$ cat config.mk
export PLATFORM = sky130hd
export DESIGN_NAME = mrd_dram_flat
export DESIGN_NICKNAME = d
export VERILOG_FILES = /design/src/hdl/mrd_pkg.sv /design/src/hdl/mrd_if.sv /design/src/hdl/mrd_dram.sv /design/src/flat_wrapper.sv
export SDC_FILE = /design/constraint.sdc
export NUM_CORES = 1
export LEC_CHECK = 0
export BUFFER_PORTS_ARGS = -buffer_cell sky130_fd_sc_hd__buf_2
export CAP_MARGIN = 20
export CORE_MARGIN = 2
export CORE_UTILIZATION = 40
export DETAILED_ROUTE_END_ITERATION = 16
export GPL_TIMING_DRIVEN = 0
export PLACE_DENSITY = 0.75
export RECOVER_POWER = 25
export REMOVE_ABC_BUFFERS = 1
export SKIP_LAST_GASP = 1
export SLEW_MARGIN = 10
export SYNTH_ARGS = -nofsm -noshare
export SYNTH_HDL_FRONTEND = slang
export SYNTH_SLANG_ARGS = --single-unit
$ cat constraint.sdc
create_clock -name clk_in -period 6.3 [get_ports clk_in]
set_input_delay 1.26 -clock clk_in [delete_from_list [all_inputs] [get_ports clk_in]]
set_output_delay 1.26 -clock clk_in [all_outputs]
set_load 0.1 [all_outputs]
$ cat src/hdl/mrd_pkg.sv
package mrd_pkg;
   localparam int ADDR_W = 16;
   localparam int BA_W = 3;
   // bank address patterns that select each mode register
   localparam logic [2:0] BA_MODE_ONE = 3'h1;
   localparam logic [2:0] BA_MODE_TWO = 3'h2;
   localparam logic [2:0] BA_MODE_THREE = 3'h3;
   // field positions
   localparam int OUT_DISABLE_BIT = 12;
   localparam int WRITE_LEVEL_BIT = 7;
   localparam int ADDED_LAT_LO = 3;
   localparam int ADDED_LAT_HI = 4;
   localparam int WCL_LO = 3;
   localparam int WCL_HI = 5;
   localparam int HOT_RATE_BIT = 7;
   localparam int RTT_WR_LO = 9;
   localparam int RTT_WR_HI = 10;
   localparam int READOUT_EN_BIT = 2;
   localparam int READOUT_LOC_LO = 0;
   localparam int READOUT_LOC_HI = 1;
   // customary field encodings
   localparam logic [3:0] WCL_BASE = 4'h5;
   localparam logic [1:0] RTT_WR_OFF = 2'h0;
   localparam logic [15:0] MODE_REG_RESET = 16'h0000;
   // reserved-bit masks (ones mark bits that must be written zero) and the readout pattern
   localparam logic [15:0] MODE_TWO_RSVD = 16'hf907;
   localparam logic [15:0] MODE_THREE_RSVD = 16'hfff8;
   localparam logic [7:0] READOUT_PATTERN = 8'h55;
   // refresh interval: 7.8 us normal, 3.9 us hot, in ns
   localparam int CLK_NS = 20;
   localparam int REFI_NORMAL_NS = 7800;
   localparam int REFI_HOT_NS = 3900;
   localparam int REFI_NORMAL_CYC = REFI_NORMAL_NS / CLK_NS;
   localparam int REFI_HOT_CYC = REFI_HOT_NS / CLK_NS;
   localparam int HOT_LIMIT_C = 85;
endpackage

$ cat src/hdl/mrd_if.sv
`timescale 1ns/1ps
`default_nettype none
interface mrd_if;
   logic        cs_n;
   logic        ras_n;
   logic        cas_n;
   logic        we_n;
   logic [2:0]  ba;
   logic [15:0] addr;
   logic        rd;
   logic [7:0]  dq_out;
   logic        dq_oe;
   modport ctrl (output cs_n, ras_n, cas_n, we_n, ba, addr, rd, input dq_out, dq_oe);
   modport dram (input cs_n, ras_n, cas_n, we_n, ba, addr, rd, output dq_out, dq_oe);
endinterface
`default_nettype wire

$ cat src/hdl/mrd_dram.sv
`timescale 1ns/1ps
`default_nettype none
module mrd_dram (
   input  wire logic       clk_in,
   input  wire logic       sys_rst_in,
   mrd_if.dram             bus,
   input  wire logic       write_active_in,
   input  wire logic [7:0] rd_data_in,
   output logic [3:0]      write_column_latency_out,
   output logic [4:0]      total_write_latency_out,
   output logic [1:0]      rtt_sel_out,
   output logic            rtt_dynamic_out,
   output logic            hot_self_refresh_rate_out,
   output logic            outputs_off_out,
   output logic            multi_purpose_readout_out,
   output logic [1:0]      readout_loc_out
);
   logic [15:0] mode_reg_one;
   logic [15:0] mode_reg_two;
   logic [15:0] mode_reg_three;
   logic        mrs_cmd;
   logic [3:0]  added_latency;
   logic [7:0]  next_dq;

   // one decode shared by all three register selects
   function automatic logic selects(input logic       cmd,
                                    input logic [2:0] bank,
                                    input logic [2:0] pattern);
      return cmd && (bank == pattern);
   endfunction

   assign mrs_cmd = !bus.cs_n && !bus.ras_n && !bus.cas_n && !bus.we_n;

   always_ff @(posedge clk_in or posedge sys_rst_in) begin
      if (sys_rst_in) begin
         mode_reg_one <= mrd_pkg::MODE_REG_RESET;
      end else if (selects(mrs_cmd, bus.ba, mrd_pkg::BA_MODE_ONE)) begin
         mode_reg_one <= bus.addr;
      end
   end

   always_ff @(posedge clk_in or posedge sys_rst_in) begin
      if (sys_rst_in) begin
         mode_reg_two <= mrd_pkg::MODE_REG_RESET;
      end else if (selects(mrs_cmd, bus.ba, mrd_pkg::BA_MODE_TWO)) begin
         mode_reg_two <= bus.addr;
      end
   end

   always_ff @(posedge clk_in or posedge sys_rst_in) begin
      if (sys_rst_in) begin
         mode_reg_three <= mrd_pkg::MODE_REG_RESET;
      end else if (selects(mrs_cmd, bus.ba, mrd_pkg::BA_MODE_THREE)) begin
         mode_reg_three <= bus.addr;
      end
   end

   // column latency, customary encoding base plus field
   assign write_column_latency_out = mrd_pkg::WCL_BASE
      + {1'b0, mode_reg_two[mrd_pkg::WCL_HI:mrd_pkg::WCL_LO]};

   // added latency 0, cl-1, cl-2 is expressed against the column latency here
   always_comb begin
      unique case (mode_reg_one[mrd_pkg::ADDED_LAT_HI:mrd_pkg::ADDED_LAT_LO])
         2'h1:    added_latency = write_column_latency_out - 4'h1;
         2'h2:    added_latency = write_column_latency_out - 4'h2;
         default: added_latency = 4'h0;
      endcase
   end

   assign total_write_latency_out = {1'b0, added_latency} + {1'b0, write_column_latency_out};

   assign rtt_sel_out = mode_reg_two[mrd_pkg::RTT_WR_HI:mrd_pkg::RTT_WR_LO];
   assign rtt_dynamic_out = write_active_in && rtt_sel_out != mrd_pkg::RTT_WR_OFF
      && !mode_reg_one[mrd_pkg::WRITE_LEVEL_BIT];

   assign hot_self_refresh_rate_out = mode_reg_two[mrd_pkg::HOT_RATE_BIT];

   // location bits only seen when enabled
   assign multi_purpose_readout_out = mode_reg_three[mrd_pkg::READOUT_EN_BIT];
   assign readout_loc_out = multi_purpose_readout_out
      ? mode_reg_three[mrd_pkg::READOUT_LOC_HI:mrd_pkg::READOUT_LOC_LO] : 2'h0;

   assign outputs_off_out = mode_reg_one[mrd_pkg::OUT_DISABLE_BIT];

   assign next_dq = multi_purpose_readout_out ? mrd_pkg::READOUT_PATTERN : rd_data_in;

   always_ff @(posedge clk_in or posedge sys_rst_in) begin
      if (sys_rst_in) begin
         bus.dq_out <= 8'h00;
      end else begin
         bus.dq_out <= next_dq;
      end
   end

   always_ff @(posedge clk_in or posedge sys_rst_in) begin
      if (sys_rst_in) begin
         bus.dq_oe <= 1'b0;
      end else begin
         bus.dq_oe <= bus.rd && !outputs_off_out;
      end
   end
endmodule // mrd_dram
`default_nettype wire

$ cat src/flat_wrapper.sv
// flat-port wrapper written by rule: the top's interface ports become plain ports
module mrd_dram_flat 
  (clk_in, sys_rst_in, write_active_in, rd_data_in, write_column_latency_out, total_write_latency_out, rtt_sel_out, rtt_dynamic_out, hot_self_refresh_rate_out, outputs_off_out, multi_purpose_readout_out, readout_loc_out, bus_cs_n, bus_ras_n, bus_cas_n, bus_we_n, bus_ba, bus_addr, bus_rd, bus_dq_out, bus_dq_oe);
  mrd_if bus_i ();
  input  wire logic clk_in;
  input  wire logic sys_rst_in;
  input  wire logic write_active_in;
  input  wire logic [7:0] rd_data_in;
  output logic [3:0] write_column_latency_out;
  output logic [4:0] total_write_latency_out;
  output logic [1:0] rtt_sel_out;
  output logic rtt_dynamic_out;
  output logic hot_self_refresh_rate_out;
  output logic outputs_off_out;
  output logic multi_purpose_readout_out;
  output logic [1:0] readout_loc_out;
  input wire logic [$bits(bus_i.cs_n)-1:0] bus_cs_n;
  input wire logic [$bits(bus_i.ras_n)-1:0] bus_ras_n;
  input wire logic [$bits(bus_i.cas_n)-1:0] bus_cas_n;
  input wire logic [$bits(bus_i.we_n)-1:0] bus_we_n;
  input wire logic [$bits(bus_i.ba)-1:0] bus_ba;
  input wire logic [$bits(bus_i.addr)-1:0] bus_addr;
  input wire logic [$bits(bus_i.rd)-1:0] bus_rd;
  output wire logic [$bits(bus_i.dq_out)-1:0] bus_dq_out;
  output wire logic [$bits(bus_i.dq_oe)-1:0] bus_dq_oe;
  assign bus_i.cs_n = bus_cs_n;
  assign bus_i.ras_n = bus_ras_n;
  assign bus_i.cas_n = bus_cas_n;
  assign bus_i.we_n = bus_we_n;
  assign bus_i.ba = bus_ba;
  assign bus_i.addr = bus_addr;
  assign bus_i.rd = bus_rd;
  assign bus_dq_out = bus_i.dq_out;
  assign bus_dq_oe = bus_i.dq_oe;
  mrd_dram u_core (.clk_in(clk_in), .sys_rst_in(sys_rst_in), .bus(bus_i), .write_active_in(write_active_in), .rd_data_in(rd_data_in), .write_column_latency_out(write_column_latency_out), .total_write_latency_out(total_write_latency_out), .rtt_sel_out(rtt_sel_out), .rtt_dynamic_out(rtt_dynamic_out), .hot_self_refresh_rate_out(hot_self_refresh_rate_out), .outputs_off_out(outputs_off_out), .multi_purpose_readout_out(multi_purpose_readout_out), .readout_loc_out(readout_loc_out));
endmodule
==> run summary, run 1 <==
The flow ran to the end, and the final reports show no timing, DRC or antenna violations. The tools report the number of rows in the core area as 19. Origin of the critical flop-to-flop path: u_core.mode_reg_three[2]. The top cell types in the final layout, fill and taps aside, are sky130_fd_sc_hd__buf_2, sky130_fd_sc_hd__dfrtp_1, sky130_fd_sc_hd__mux2_2. Clock-pin slew was measured on the worst setup and hold paths at 110 ps.

Derived from the worst setup path, the maximum achievable clock frequency is 0.224 GHz. The first global-routing pass estimated 3.79 mm of wire. The worst setup path is launched from a flop.

The number of setup violations in the final report came out at 0. Worst-margin pin slew: 791 ps. TritonCTS built the clock tree. Leaving out fill and tap cells, the most frequent cell in the layout is sky130_fd_sc_hd__buf_2.

For this run, the leading register cell type out of synthesis is sky130_fd_sc_hd__dfrtp_1. The average instance in the mapped netlist occupies 11.8 µm². The net count of the finished layout is 198. The peak ir drop on the vdd network was 0.000312 V. The count of cell types in the netlist came out at 29. STA classifies the critical path endpoint as an output port. In this run, synthesis produced a sequential element count of 22. Across the run, the number of max-cap violations was 0. The number of gates resized after CTS was 0. Of the post-synthesis cell area, the dominant cell type holds 46.2%. Once detail routing completed, the nets flagged for antenna violations numbered 0.

Data arrival time of the worst path: 3200 ps. The count of buffers inserted at the top-level ports came out at 54. Once layout is done, the placed cells without fillers occupy 1510 µm². The synthesized instance count was 101; the aggregate negative setup slack was 0 ps. Yosys printed 0 warnings. Root buffer cell: sky130_fd_sc_hd__clkbuf_4. Summing every instance area after synthesis gives 1190 µm². The tools report the remaining global-route overflow as 0. Counting I/O delays and the setup requirement, the final critical path takes 4460 ps. In the global route stage, overall resource usage came out at 14.5%. After detailed routing, the total wire length is 2.20 mm.

Setup repair after global routing left no endpoint under its margin. The tools report the final count of pins violating max slew as 0. Total leakage power: 0.000819 µW. 61 I/O pins were placed. The maximum number of pins on one net before global-route repair was 23; the number of global-route vias before repair was 950. The tree built by TritonCTS fans out to 22 sinks.

Summing all placed instances gives a cell area of 1470 µm². For the initial core utilization, the log shows 42.8%. Routability-driven placement finished with a final weighted congestion of 0.897. The maximum level of the CTS H-tree came out at 1. The die is 58.6 µm wide.

In this run, the number of DRC markers left after iteration 0 of detailed routing was 30. The clock arrives with 1.86 ps of skew. The half-perimeter wire length after placement is 1.81 mm. The synthesized design spends more area on one cell type than any other, namely sky130_fd_sc_hd__dfrtp_1. Launch point of the critical path: u_core.mode_reg_two[3].

The launch instance of the worst min-delay path was u_core.mode_reg_one[12]. The floorplan die area was 3430 µm². The initial antenna violation count is 0. The number of flops mapped to enable cells by yosys is 0, and the detailed-route DRC error count is 0. In this run the standard cell core region covers 2780 µm². Maximum buffer depth of the clock tree: 2. The repair_antennas step left the layout with diodes totalling 0. Along the worst path, the maximum fanout reaches 9.

Counting flops with an async set or reset pin after synthesis yields a share of 100%. The hold-fix buffer count after cts was 0; the total CTS buffers was 3. The run gives 0 as the number of hold-slack violations in the final timing report. In this run the power density over the cells is 368 nW/µm². The total via count after detailed routing came out at 893. Layout overhead on the synthesized area: 26.8%. The tools report the data required time at the worst endpoint as 5040 ps. The tools report the layout filler cell count as 251.

For the count of TritonRoute iterations in the first routing pass, the log shows 4. Summing the sequential cell areas from Yosys gives 46.2% of the chip area. The share of post-route cells with drive strength above 1 works out to 51.9%. By area the synthesized netlist is led by sky130_fd_sc_hd__dfrtp_1, sky130_fd_sc_hd__mux2_2, sky130_fd_sc_hd__ha_1, sky130_fd_sc_hd__nor4b_4, sky130_fd_sc_hd__nor2b_1. The worst path uses 70.8% of the clock period. Once the clock tree was built, the setup fixing pass inserted 0 buffers. The worst hold path belongs to the class reg2reg.

In the routed layout, each cell is associated on average with a via count of 4.83. In this run the tightest slew margin relative to its limit is 47.2%. Die boundary height: 58.6 µm.

After detailed routing, the average wire length per cell comes to 11.9 µm. Clock latency on the worst-skew pair, taken at its later pin, is 300 ps. The critical path in this run is classified as reg2out.
[critical path, stage by stage (launching register included)]
cell and delay (ps):
sky130_fd_sc_hd__dfrtp_1 490, sky130_fd_sc_hd__ha_1 280, sky130_fd_sc_hd__xnor2_1 340, sky130_fd_sc_hd__inv_1 90
sky130_fd_sc_hd__ha_1 280, sky130_fd_sc_hd__o22ai_1 130, sky130_fd_sc_hd__nor2b_1 160, sky130_fd_sc_hd__ha_1 280
sky130_fd_sc_hd__a21oi_1 160, sky130_fd_sc_hd__o21ai_0 120, sky130_fd_sc_hd__xor2_1 130, sky130_fd_sc_hd__buf_2 440
[worst paths after layout]
| check | slack [ps] | endpoint | cells after the start |
|---|---|---|---|
| max | 1840 | total_write_latency_out[3] | 11 |
| min | 460 | u_core.bus.dq_oe | 1 |
| max reg2reg | 5350 | u_core.bus.dq_out[4] | 1 |
| min reg2reg | 460 | u_core.bus.dq_oe | 1 |
| max in group asynchronous | 4720 | u_core.mode_reg_two[3] | 2 |
| min in group asynchronous | 1080 | u_core.bus.dq_out[5] | 2 |
[cell usage after synthesis (all sizes together) (2+ instances only)]
| cell type | instances |
|---|---|
| and2 | 2 |
| buf | 2 |
| clkbuf | 3 |
| dfrtp | 22 |
| ha | 7 |
| inv | 9 |
| mux2 | 13 |
| nand2 | 2 |
| nand2b | 2 |
| nor2 | 3 |
| nor2b | 7 |
| nor3 | 2 |
| nor4b | 2 |
| o21ai | 2 |
| or2 | 6 |
| xnor2 | 3 |
| xor2 | 2 |
[final cells by class]
class                           instances  area [µm²]  area share, %
Timing Repair Buffer                   54         270           17.9
Sequential cell                        22         551           36.5
Inverter                                9        33.8           2.24
Tap cell                               31        38.8           2.57
Multi-Input combinational cell         65         581           38.4
Clock buffer                            4        36.3           2.40
[logic make-up (layout without fill, tap and decap cells)]
family          after synthesis  after routing  share of synthesized area [%]
flops                        22             22                           46.2
xor+xnor                      5              5                           3.68
buf+inv                      14             67                           5.04
simple gates                 28             28                           16.9
compound gates               11             11                           6.83
fa+ha+maj                     8              8                           9.03
mux                          13             13                           12.3
[report_power, final]
part	leakage [µW]	total, µW	switching [µW]	internal (µW)
registers	0.000278	170	12.5	158
logic	0.000520	310	248	61.3
clock network	0.0000210	75.2	39.9	35.3
total	0.000819	555	301	254
[stage by stage]
stage               utilization (%)  power, µW  hold WS (ps)  setup slack [ps]  cells
detailed placement             53.0        485           447              2190    181
finish                         54.3        555           457              1840    185
CTS                            54.3        561           463              1830    185
global route                   54.3        582           502              1600    185
global placement               53.0        479           427              2320    181
floorplan                         -        435           472               933     96
[layer usage]
metal  track usage [%]  part of all wire, %
met5                 0                    0
met4              8.44                  1.8
met3              2.42                  8.2
met2              26.0                   52
met1              16.1                   38
[registers in the layout, summed over array words and instances (netlist names)]
register,flops
u_core.bus.dq_oe,1
u_core.mode_reg_one,4
u_core.mode_reg_three,3
u_core.mode_reg_two,6
u_core.bus.dq_out,8
(Power assumes the default switching activity.)
==> run 2: changes to the inputs <==
--- a/config.mk
+++ b/config.mk
@@ -5,6 +5,7 @@
 export SDC_FILE = /design/constraint.sdc
 export NUM_CORES = 1
 export LEC_CHECK = 0
+export ABC_AREA = 1
 export BUFFER_PORTS_ARGS = -buffer_cell sky130_fd_sc_hd__buf_2
 export CAP_MARGIN = 20
 export CORE_MARGIN = 2
==> constraint.sdc (replaced) <==
create_clock -name clk_in -period 4.45 [get_ports clk_in]
set_input_delay 0.89 -clock clk_in [delete_from_list [all_inputs] [get_ports clk_in]]
set_output_delay 0.89 -clock clk_in [all_outputs]
set_load 0.1 [all_outputs]
==> run 2 against run 1 <==
The run now ends with DRC left; global-route usage up 0.87 points; critical path type unchanged; largest cell class is now registers; flip-flop and latch count unchanged; clock power up 97%; sequential power up 46%; highest routed layer unchanged.
==> run summary, run 2 <==
For the clock latency of the later-clocked register in the worst-skew pair, the log shows 300 ps (about the same). The type of element capturing the critical path is an output port (unchanged). For the total via count after detailed routing, the log shows 1042 (was 893).

The depth of the worst register-to-register path is 1 (unchanged), and the count of buffers inserted at the top-level ports is 54 (unchanged). The count of TritonRoute iterations in the first routing pass came out at 10 (was 4). Data required time at the worst endpoint: 3560 ps (was 5040 ps).

The final reports fail on DRC. The number of flops mapped to enable cells by yosys works out to 0 (unchanged). The run gives 3 (unchanged) as the total CTS buffers. The flip-flop cell with the highest count after synthesis was sky130_fd_sc_hd__dfrtp_1 (unchanged). The tools report the initial antenna violation count as 0 (unchanged). The number of global-route vias before repair came out at 970 (was 950). The flow ran to the end, but the final reports show violations. Commonest cells post-synth: sky130_fd_sc_hd__inv_1, sky130_fd_sc_hd__nand2_1, sky130_fd_sc_hd__dfrtp_1, sky130_fd_sc_hd__nor2_1, sky130_fd_sc_hd__o21ai_0 (was sky130_fd_sc_hd__dfrtp_1, sky130_fd_sc_hd__mux2_2, sky130_fd_sc_hd__inv_1, sky130_fd_sc_hd__ha_1, sky130_fd_sc_hd__nor2b_1). The worst-margin pin slew is 795 ps (was 791 ps). The clock skew after layout is 9.73 ps (was 1.86 ps), and the number of primary I/O pins is 61 (unchanged). Most frequent cells in the layout: sky130_fd_sc_hd__buf_2, sky130_fd_sc_hd__inv_1, sky130_fd_sc_hd__nand2_1 (was sky130_fd_sc_hd__buf_2, sky130_fd_sc_hd__dfrtp_1, sky130_fd_sc_hd__mux2_2). The root buffer cell is sky130_fd_sc_hd__clkbuf_4 (unchanged). Endpoint of the most critical setup path: total_write_latency_out[3] (unchanged). The share of post-route cells with drive strength above 1 works out to 34.2% (was 51.9%).

In the finished design, the share of the clock period the worst path needs comes to 85.6%. The number of max-cap violations came out at 0 (unchanged). The tools report the maximum level of the CTS H-tree as 1 (unchanged).

Leading cell types by total area after synthesis: sky130_fd_sc_hd__dfrtp_1, sky130_fd_sc_hd__inv_1, sky130_fd_sc_hd__nand2_1, sky130_fd_sc_hd__ha_1, sky130_fd_sc_hd__o21ai_0 (was sky130_fd_sc_hd__dfrtp_1, sky130_fd_sc_hd__mux2_2, sky130_fd_sc_hd__ha_1, sky130_fd_sc_hd__nor4b_4, sky130_fd_sc_hd__nor2b_1). The area inside the core boundary was 2810 µm² (was 2780 µm²). Final weighted congestion in routability-driven placement: 0.746 (was 0.897). CTS sink count: 22 (unchanged). The buffers inserted during post-CTS setup optimization was 0 (unchanged); the largest driver fanout on the critical path was 7 (was 9).

The tools report the reg-to-reg critical path endpoint as u_core.bus.dq_out[2] (was u_core.bus.dq_out[4]). Number of rows in the core area: 19 (unchanged). Leading registers by flop count: u_core.bus.dq_out: 8 flops, u_core.mode_reg_two: 6 flops, u_core.mode_reg_one: 4 flops (unchanged). The peak ir drop on the vdd network was 0.000407 V (was 0.000312 V). Biggest area consumer among synthesized cells: sky130_fd_sc_hd__dfrtp_1 (unchanged). The number of antenna repair diodes is 0 (unchanged). The logs give 2.30 mm (was 2.20 mm) for the routed wire length and 42.6% (was 42.8%) for the initial core utilization. The commonest non-fill, non-tap cell in the layout was sky130_fd_sc_hd__buf_2 (unchanged). The worst min-delay path class was reg2reg (unchanged).

The fraction of synthesized cell area taken by the top area cell type works out to 46.1% (was 46.2%). The clock transition at the register clock pins on the worst setup and hold paths after CTS is 120 ps (was 110 ps), and the half-perimeter wire length after placement is 1.88 mm (was 1.81 mm). For the number of design-rule violations left by the first detailed-router iteration, the log shows 59 (was 30). The register bit total from synthesis was 22 (unchanged). Kind of critical path: reg2out (unchanged). The overall track demand over capacity in global routing is 15.4% (was 14.5%), and the maximum number of pins on one net before global-route repair is 23 (unchanged). Routed length per placed instance: 10.1 µm (was 11.9 µm). The number of gates resized after CTS was 0 (unchanged). The run gives 974 ps (was 2190 ps) as the post-placement setup slack.

Detailed-route DRC error count: 1 (was 0). The die boundary height was 58.7 µm (was 58.6 µm). The tools report the number of setup violations in the final report as 0 (unchanged). TritonCTS built the clock tree. The final critical delay including setup and external delays works out to 3810 ps. The tools report the type of element launching the critical path as a flop (unchanged). The worst max-slew margin expressed relative to the limit is 46.9% (was 47.2%). Based on the critical path, the design can be clocked at up to 0.262 GHz.

The origin of the critical flop-to-flop path was u_core.mode_reg_three[2] (unchanged). The number of synthesis warnings came out at 0 (unchanged). Maximum buffer depth of the clock tree: 2 (unchanged). Register bank with the most flops: u_core.bus.dq_out (unchanged).

The power density normalized to cell area is 671 nW/µm² (was 368 nW/µm²). The tools report the floorplan die area as 3440 µm² (was 3430 µm²). For the count of cell types in the netlist, the log shows 22 (was 29). The reg-to-reg setup timing slack was 3500 ps (was 5350 ps). The launch point of the critical path is u_core.mode_reg_two[3] (unchanged). The logs give 142 (was 101) for the synthesized instance count and 0 (unchanged) for the hold-fix buffer count after cts. The run gives 4.06 mm (was 3.79 mm) as the global-route wire length before repair.

Final-stage net count: 240 (was 198). The total leakage power is 0.000864 µW (was 0.000819 µW), and the final count of pins violating max slew is 0 (unchanged). The number of routed nets with antenna violations is 0 (unchanged). The logs give 0 ps (unchanged) for the aggregate negative setup slack and 1190 µm² (about the same) for the total standard cell area after synthesis. The remaining global-route overflow was 0 (unchanged). The number of hold-slack violations in the final timing report was 0 (unchanged). Setup repair after global routing left no endpoint under its margin. The post-layout worst setup margin is 639 ps (was 1840 ps). Post-synthesis async set-or-reset flop share: 100% (unchanged).

Data arrival time of the worst path: 2920 ps (was 3200 ps). The via-per-instance ratio was 4.59 (was 4.83). The layout overhead on the synthesized area is 27.7% (was 26.8%), and the flip-flop count of the largest register after layout is 8 (unchanged). The average cell area after synthesis works out to 8.41 µm² (was 11.8 µm²).

The fraction of the yosys area taken by sequential cells is 46.1% (was 46.2%). Die width: 58.7 µm (was 58.6 µm).
## run 2: cell type report
class,count,area [µm²]
well taps,31,38.8
clock buffers,3,22.5
fillers,268,1280
inverters,28,105
clock inverters,1,30.0
repair buffers,54,270
multi-input cells,88,509
flip-flops and latches,22,551
## run 2: logic make-up after synthesis
| logic type | after synthesis | synth area share (%) |
|---|---|---|
| AO/OA/AOI/OAI | 21 | 9.00 |
| multiplexers | 2 | 1.88 |
| AND/OR/NAND/NOR | 55 | 21.3 |
| buffers and inverters | 32 | 11.3 |
| flip-flops | 22 | 46.1 |
| XOR/XNOR | 2 | 1.47 |
| adder cells (fa/ha/maj) | 8 | 9.00 |
## run 2: routing by layer
metal | global-route usage [%] | share of wire [%]
met2 | 26.8 | 50
met1 | 18.7 | 43
met3 | 1.98 | 5.7
met5 | 0 | 0
met4 | 7.79 | 1.9
## run 2: worst max-delay path: stages, from the launching register on
cell                      delay (ps)
sky130_fd_sc_hd__dfrtp_1         470
sky130_fd_sc_hd__ha_1            410
sky130_fd_sc_hd__inv_1           110
sky130_fd_sc_hd__ha_1            290
sky130_fd_sc_hd__o22ai_1         120
sky130_fd_sc_hd__inv_1            50
sky130_fd_sc_hd__nor2_1           90
sky130_fd_sc_hd__ha_1            280
sky130_fd_sc_hd__a21oi_1         160
sky130_fd_sc_hd__nand2_1          80
sky130_fd_sc_hd__xor2_1          120
sky130_fd_sc_hd__buf_2           440
## run 2: stage by stage
step | util [%] | cells | power (µW) | hold slack, ps | cell area [µm²]
after floorplan | - | 138 | 792 | 464 | 1160
after global placement | 52.5 | 223 | 876 | 446 | 1470
after detailed placement | 52.5 | 223 | 882 | 454 | 1470
after CTS | 54.4 | 227 | 1030 | 470 | 1530
after global routing | 54.4 | 227 | 1080 | 491 | 1530
final | 54.4 | 227 | 1020 | 464 | 1530
## run 2: worst min-delay path by stage
stage	cells after the start	slack (ps)	from	endpoint
final	1	460	u_core.mode_reg_one[12]	u_core.bus.dq_oe
after detailed placement	1	450	u_core.mode_reg_one[12]	u_core.bus.dq_oe
after CTS	1	470	u_core.mode_reg_one[12]	u_core.bus.dq_oe
after floorplan	2	460	u_core.mode_reg_three[0]	u_core.mode_reg_three[0]
after global placement	1	450	u_core.mode_reg_one[12]	u_core.bus.dq_oe
after global routing	1	490	u_core.mode_reg_one[12]	u_core.bus.dq_oe
## run 2: where the power goes
part,leakage (µW),switching [µW],total (µW),internal (µW)
registers,0.000256,20.6,248,228
logic,0.000580,520,628,109
clock network,0.0000279,57.0,148,91.0
total,0.000864,597,1020,427
==> run 3: changes to the inputs <==
--- a/config.mk
+++ b/config.mk
@@ -8,11 +8,12 @@
 export ABC_AREA = 1
 export BUFFER_PORTS_ARGS = -buffer_cell sky130_fd_sc_hd__buf_2
 export CAP_MARGIN = 20
+export CORE_ASPECT_RATIO = 0.7
 export CORE_MARGIN = 2
-export CORE_UTILIZATION = 40
+export CORE_UTILIZATION = 45
 export DETAILED_ROUTE_END_ITERATION = 16
 export GPL_TIMING_DRIVEN = 0
-export PLACE_DENSITY = 0.75
+export PLACE_DENSITY = 0.82
 export RECOVER_POWER = 25
 export REMOVE_ABC_BUFFERS = 1
 export SKIP_LAST_GASP = 1
==> run 3 against run 2 <==
Highest routed layer unchanged; the run now ends clean; clock skew decreased by 9.4 ps; largest power group unchanged; cell count increased by 1.3%; global-route usage increased by 0.90 points.
==> run summary, run 3 (synthesis gave the netlist of run 2 again) <==
Via-per-instance ratio: 4.60 (was 4.59). The die width is 65.6 µm (was 58.7 µm), and the routed wire length is 2.42 mm (was 2.30 mm). The tools report the sequential fraction of design power as 23.4% (was 24.2%). The register bank with the most flops was u_core.bus.dq_out (unchanged).

The worst-margin pin slew works out to 799 ps (was 795 ps). The final period utilization is 85.0% (was 85.6%). The final count of pins violating max slew was 0 (unchanged); the net load switching power was 605 µW (was 597 µW).

The tools report the maximum number of pins on one net before global-route repair as 23 (unchanged). The final critical delay including setup and external delays was 3780 ps (was 3810 ps); the number of setup violations in the final report was 0 (unchanged). The run finished with clean final reports. The buffers inserted during post-CTS setup optimization was 0 (unchanged). List of cells traversed by the critical path: ha_1, inv_1, ha_1, o22ai_1, inv_1, nor2_1, ha_1, a21oi_1, nand2_1, xor2_1, buf_2 (unchanged). The maximum buffer depth of the clock tree is 2 (unchanged). The data required time at the worst endpoint is 3560 ps (about the same).

The commonest non-fill, non-tap cell in the layout was sky130_fd_sc_hd__buf_2 (unchanged). The design internal power was 457 µW (was 427 µW); the layout filler cell count was 229 (was 268). For the total via count after detailed routing, the log shows 1057 (was 1042).

The number of routed nets with antenna violations came out at 0 (unchanged). The largest driver fanout on the critical path works out to 7 (unchanged). The largest stage delay on the critical path is 450 ps (was 470 ps). The power share of the clock group is 17.4% (was 14.4%). Layout overhead on the synthesized area: 28.8% (was 27.7%). Most frequent cells in the layout: sky130_fd_sc_hd__buf_2, sky130_fd_sc_hd__nand2_1, sky130_fd_sc_hd__inv_1 (was sky130_fd_sc_hd__buf_2, sky130_fd_sc_hd__inv_1, sky130_fd_sc_hd__nand2_1). The tools report the clock skew after layout as 0.330 ps (was 9.73 ps). TritonCTS built the clock tree. The depth of the worst register-to-register path works out to 1 (unchanged).

The number of antenna repair diodes came out at 0 (unchanged). The final cell count without fillers is 230 (was 227), and the flip-flop count of the largest register after layout is 8 (unchanged). The origin of the critical flop-to-flop path is u_core.mode_reg_three[2] (unchanged). The final weighted congestion in routability-driven placement was 0.782 (was 0.746); the total leakage power was 0.000871 µW (was 0.000864 µW). The switching portion of total power was 57.0% (was 58.3%). The tools report the reg-to-reg setup timing slack as 3520 ps (was 3500 ps). The multi-input gate area in the final layout is 499 µm² (was 509 µm²), and the hold-fix buffer count after cts is 0 (unchanged).

The clock transition at the register clock pins on the worst setup and hold paths after CTS is 80 ps (was 120 ps), and the count of buffers inserted at the top-level ports is 54 (unchanged). The number of rows in the core area is 15 (was 19). The dominant cell type by count on the critical path was sky130_fd_sc_hd__ha_1 (unchanged). For the maximum level of the CTS H-tree, the log shows 1 (unchanged). The cell with the biggest individual delay on the critical path was sky130_fd_sc_hd__dfrtp_1 (unchanged). Launch point of the critical path: u_core.mode_reg_two[3] (unchanged). Root buffer cell: sky130_fd_sc_hd__clkbuf_8 (was sky130_fd_sc_hd__clkbuf_4).

The detailed-route DRC error count was 0 (was 1). Setup repair after global routing left no endpoint under its margin. The overall track demand over capacity in global routing was 16.3% (was 15.4%); the routed length per placed instance was 10.5 µm (was 10.1 µm). The CTS sink count is 22 (unchanged), and the final standard cell utilization of the core is 61.7% (was 54.4%).

Launch instance of the worst min-delay path: u_core.mode_reg_one[12] (unchanged). The number of primary I/O pins was 61 (unchanged); the worst max-slew margin expressed relative to the limit was 46.7% (was 46.9%). The tools report the global-route wire length before repair as 3.67 mm (was 4.06 mm).

The number of stages on the worst hold path was 1 (unchanged). The half-perimeter wire length after placement is 1.93 mm (was 1.88 mm). The run gives 47.9% (was 42.6%) as the initial core utilization.

Endpoint of the most critical setup path: total_write_latency_out[3] (unchanged). The remaining global-route overflow was 0 (unchanged). The data arrival time of the worst path was 2890 ps (was 2920 ps). The logs give 0 (unchanged) for the number of hold-slack violations in the final timing report and 0 (unchanged) for the number of gates resized after CTS. The final-stage net count was 240 (unchanged); the area taken by flip-flops and latches was 551 µm² (unchanged). The kind of critical path is reg2out (unchanged). For the combinational share of power, the log shows 59.2% (was 61.3%).

The run gives 834 (was 970) as the number of global-route vias before repair. The type of element launching the critical path was a flop (unchanged). The logs give 0.264 GHz (was 0.262 GHz) for the fmax and 0.000420 V (was 0.000407 V) for the peak ir drop on the vdd network. The number of max-cap violations is 0 (unchanged), and the total CTS buffers is 3 (unchanged). The share of post-route cells with drive strength above 1 was 33.2% (was 34.2%). The post-placement cell count was 226 (was 223); the floorplan die area was 3090 µm² (was 3440 µm²). Worst min-delay path class: reg2reg (unchanged). For the number of design-rule violations left by the first detailed-router iteration, the log shows 49 (was 59).

The count of TritonRoute iterations in the first routing pass is 4 (was 10). The run gives 260 ps (was 300 ps) as the clock latency of the later-clocked register in the worst-skew pair. Leading registers by flop count: u_core.bus.dq_out: 8 flops, u_core.mode_reg_two: 6 flops, u_core.mode_reg_one: 4 flops (unchanged). The initial antenna violation count came out at 0 (unchanged). Type of element capturing the critical path: an output port (unchanged). The die boundary height is 47.1 µm (was 58.7 µm), and the power density normalized to cell area is 690 nW/µm² (was 671 nW/µm²). Reg-to-reg critical path endpoint: u_core.bus.dq_out[4] (was u_core.bus.dq_out[2]). The area inside the core boundary was 2500 µm² (was 2810 µm²).
-- run 3: cell counts in the layout (fill, tap and decap cells not counted) --
Identical to the previous run, type by type.
-- run 3: power groups by stage --
stage | registers, µW | clock network [µW] | logic [µW]
2_1_floorplan | 366 | 0 | 426
3_3_place_gp | 251 | 0 | 626
3_5_place_dp | 252 | 0 | 631
4_1_cts | 248 | 189 | 632
5_1_grt | 252 | 198 | 667
6_report | 248 | 185 | 629
-- run 3: routing by layer --
layer	share of wire [%]	vias up	GRT usage [%]
li1	-	542	-
met1	47	477	22.1
met2	46	36	25.5
met3	6.3	2	5.28
met4	0.37	0	5.00
met5	0	-	0
-- run 3: worst min-delay path by stage --
| stage | endpoint | slack [ps] |
|---|---|---|
| floorplan | u_core.mode_reg_three[0] | 460 |
| global placement | u_core.bus.dq_oe | 440 |
| detailed placement | u_core.bus.dq_oe | 440 |
| CTS | u_core.bus.dq_oe | 450 |
| global route | u_core.bus.dq_oe | 470 |
| finish | u_core.bus.dq_oe | 440 |
-- run 3: critical path: cells and delay by family (launching register included) --
family | cells | cell delay (ps)
and+or+nand+nor | 2 | 180
AOI/OAI and AO/OA | 2 | 280
adders and majority gates | 3 | 980
DFF | 1 | 450
xor gates and xnor gates | 1 | 120
buffers and inverters | 3 | 600
-- run 3: final cells by class --
cell class / count / area share, %
Inverter: 28 / 6.83
Tap cell: 34 / 2.76
Sequential cell: 22 / 35.8
Multi-Input combinational cell: 88 / 32.4
Clock buffer: 3 / 2.68
Timing Repair Buffer: 54 / 17.6
Clock inverter: 1 / 1.95
-- run 3: per-stage QoR --
stage	worst slack (ps)	cell area, µm²	TNS [ps]	power [µW]	hold slack (ps)
global route	416	1540	0	1120	473
floorplan	-963	1160	-1860	792	464
finish	668	1540	0	1060	445
CTS	666	1550	0	1070	453
global placement	993	1480	0	877	439
detailed placement	972	1480	0	883	440
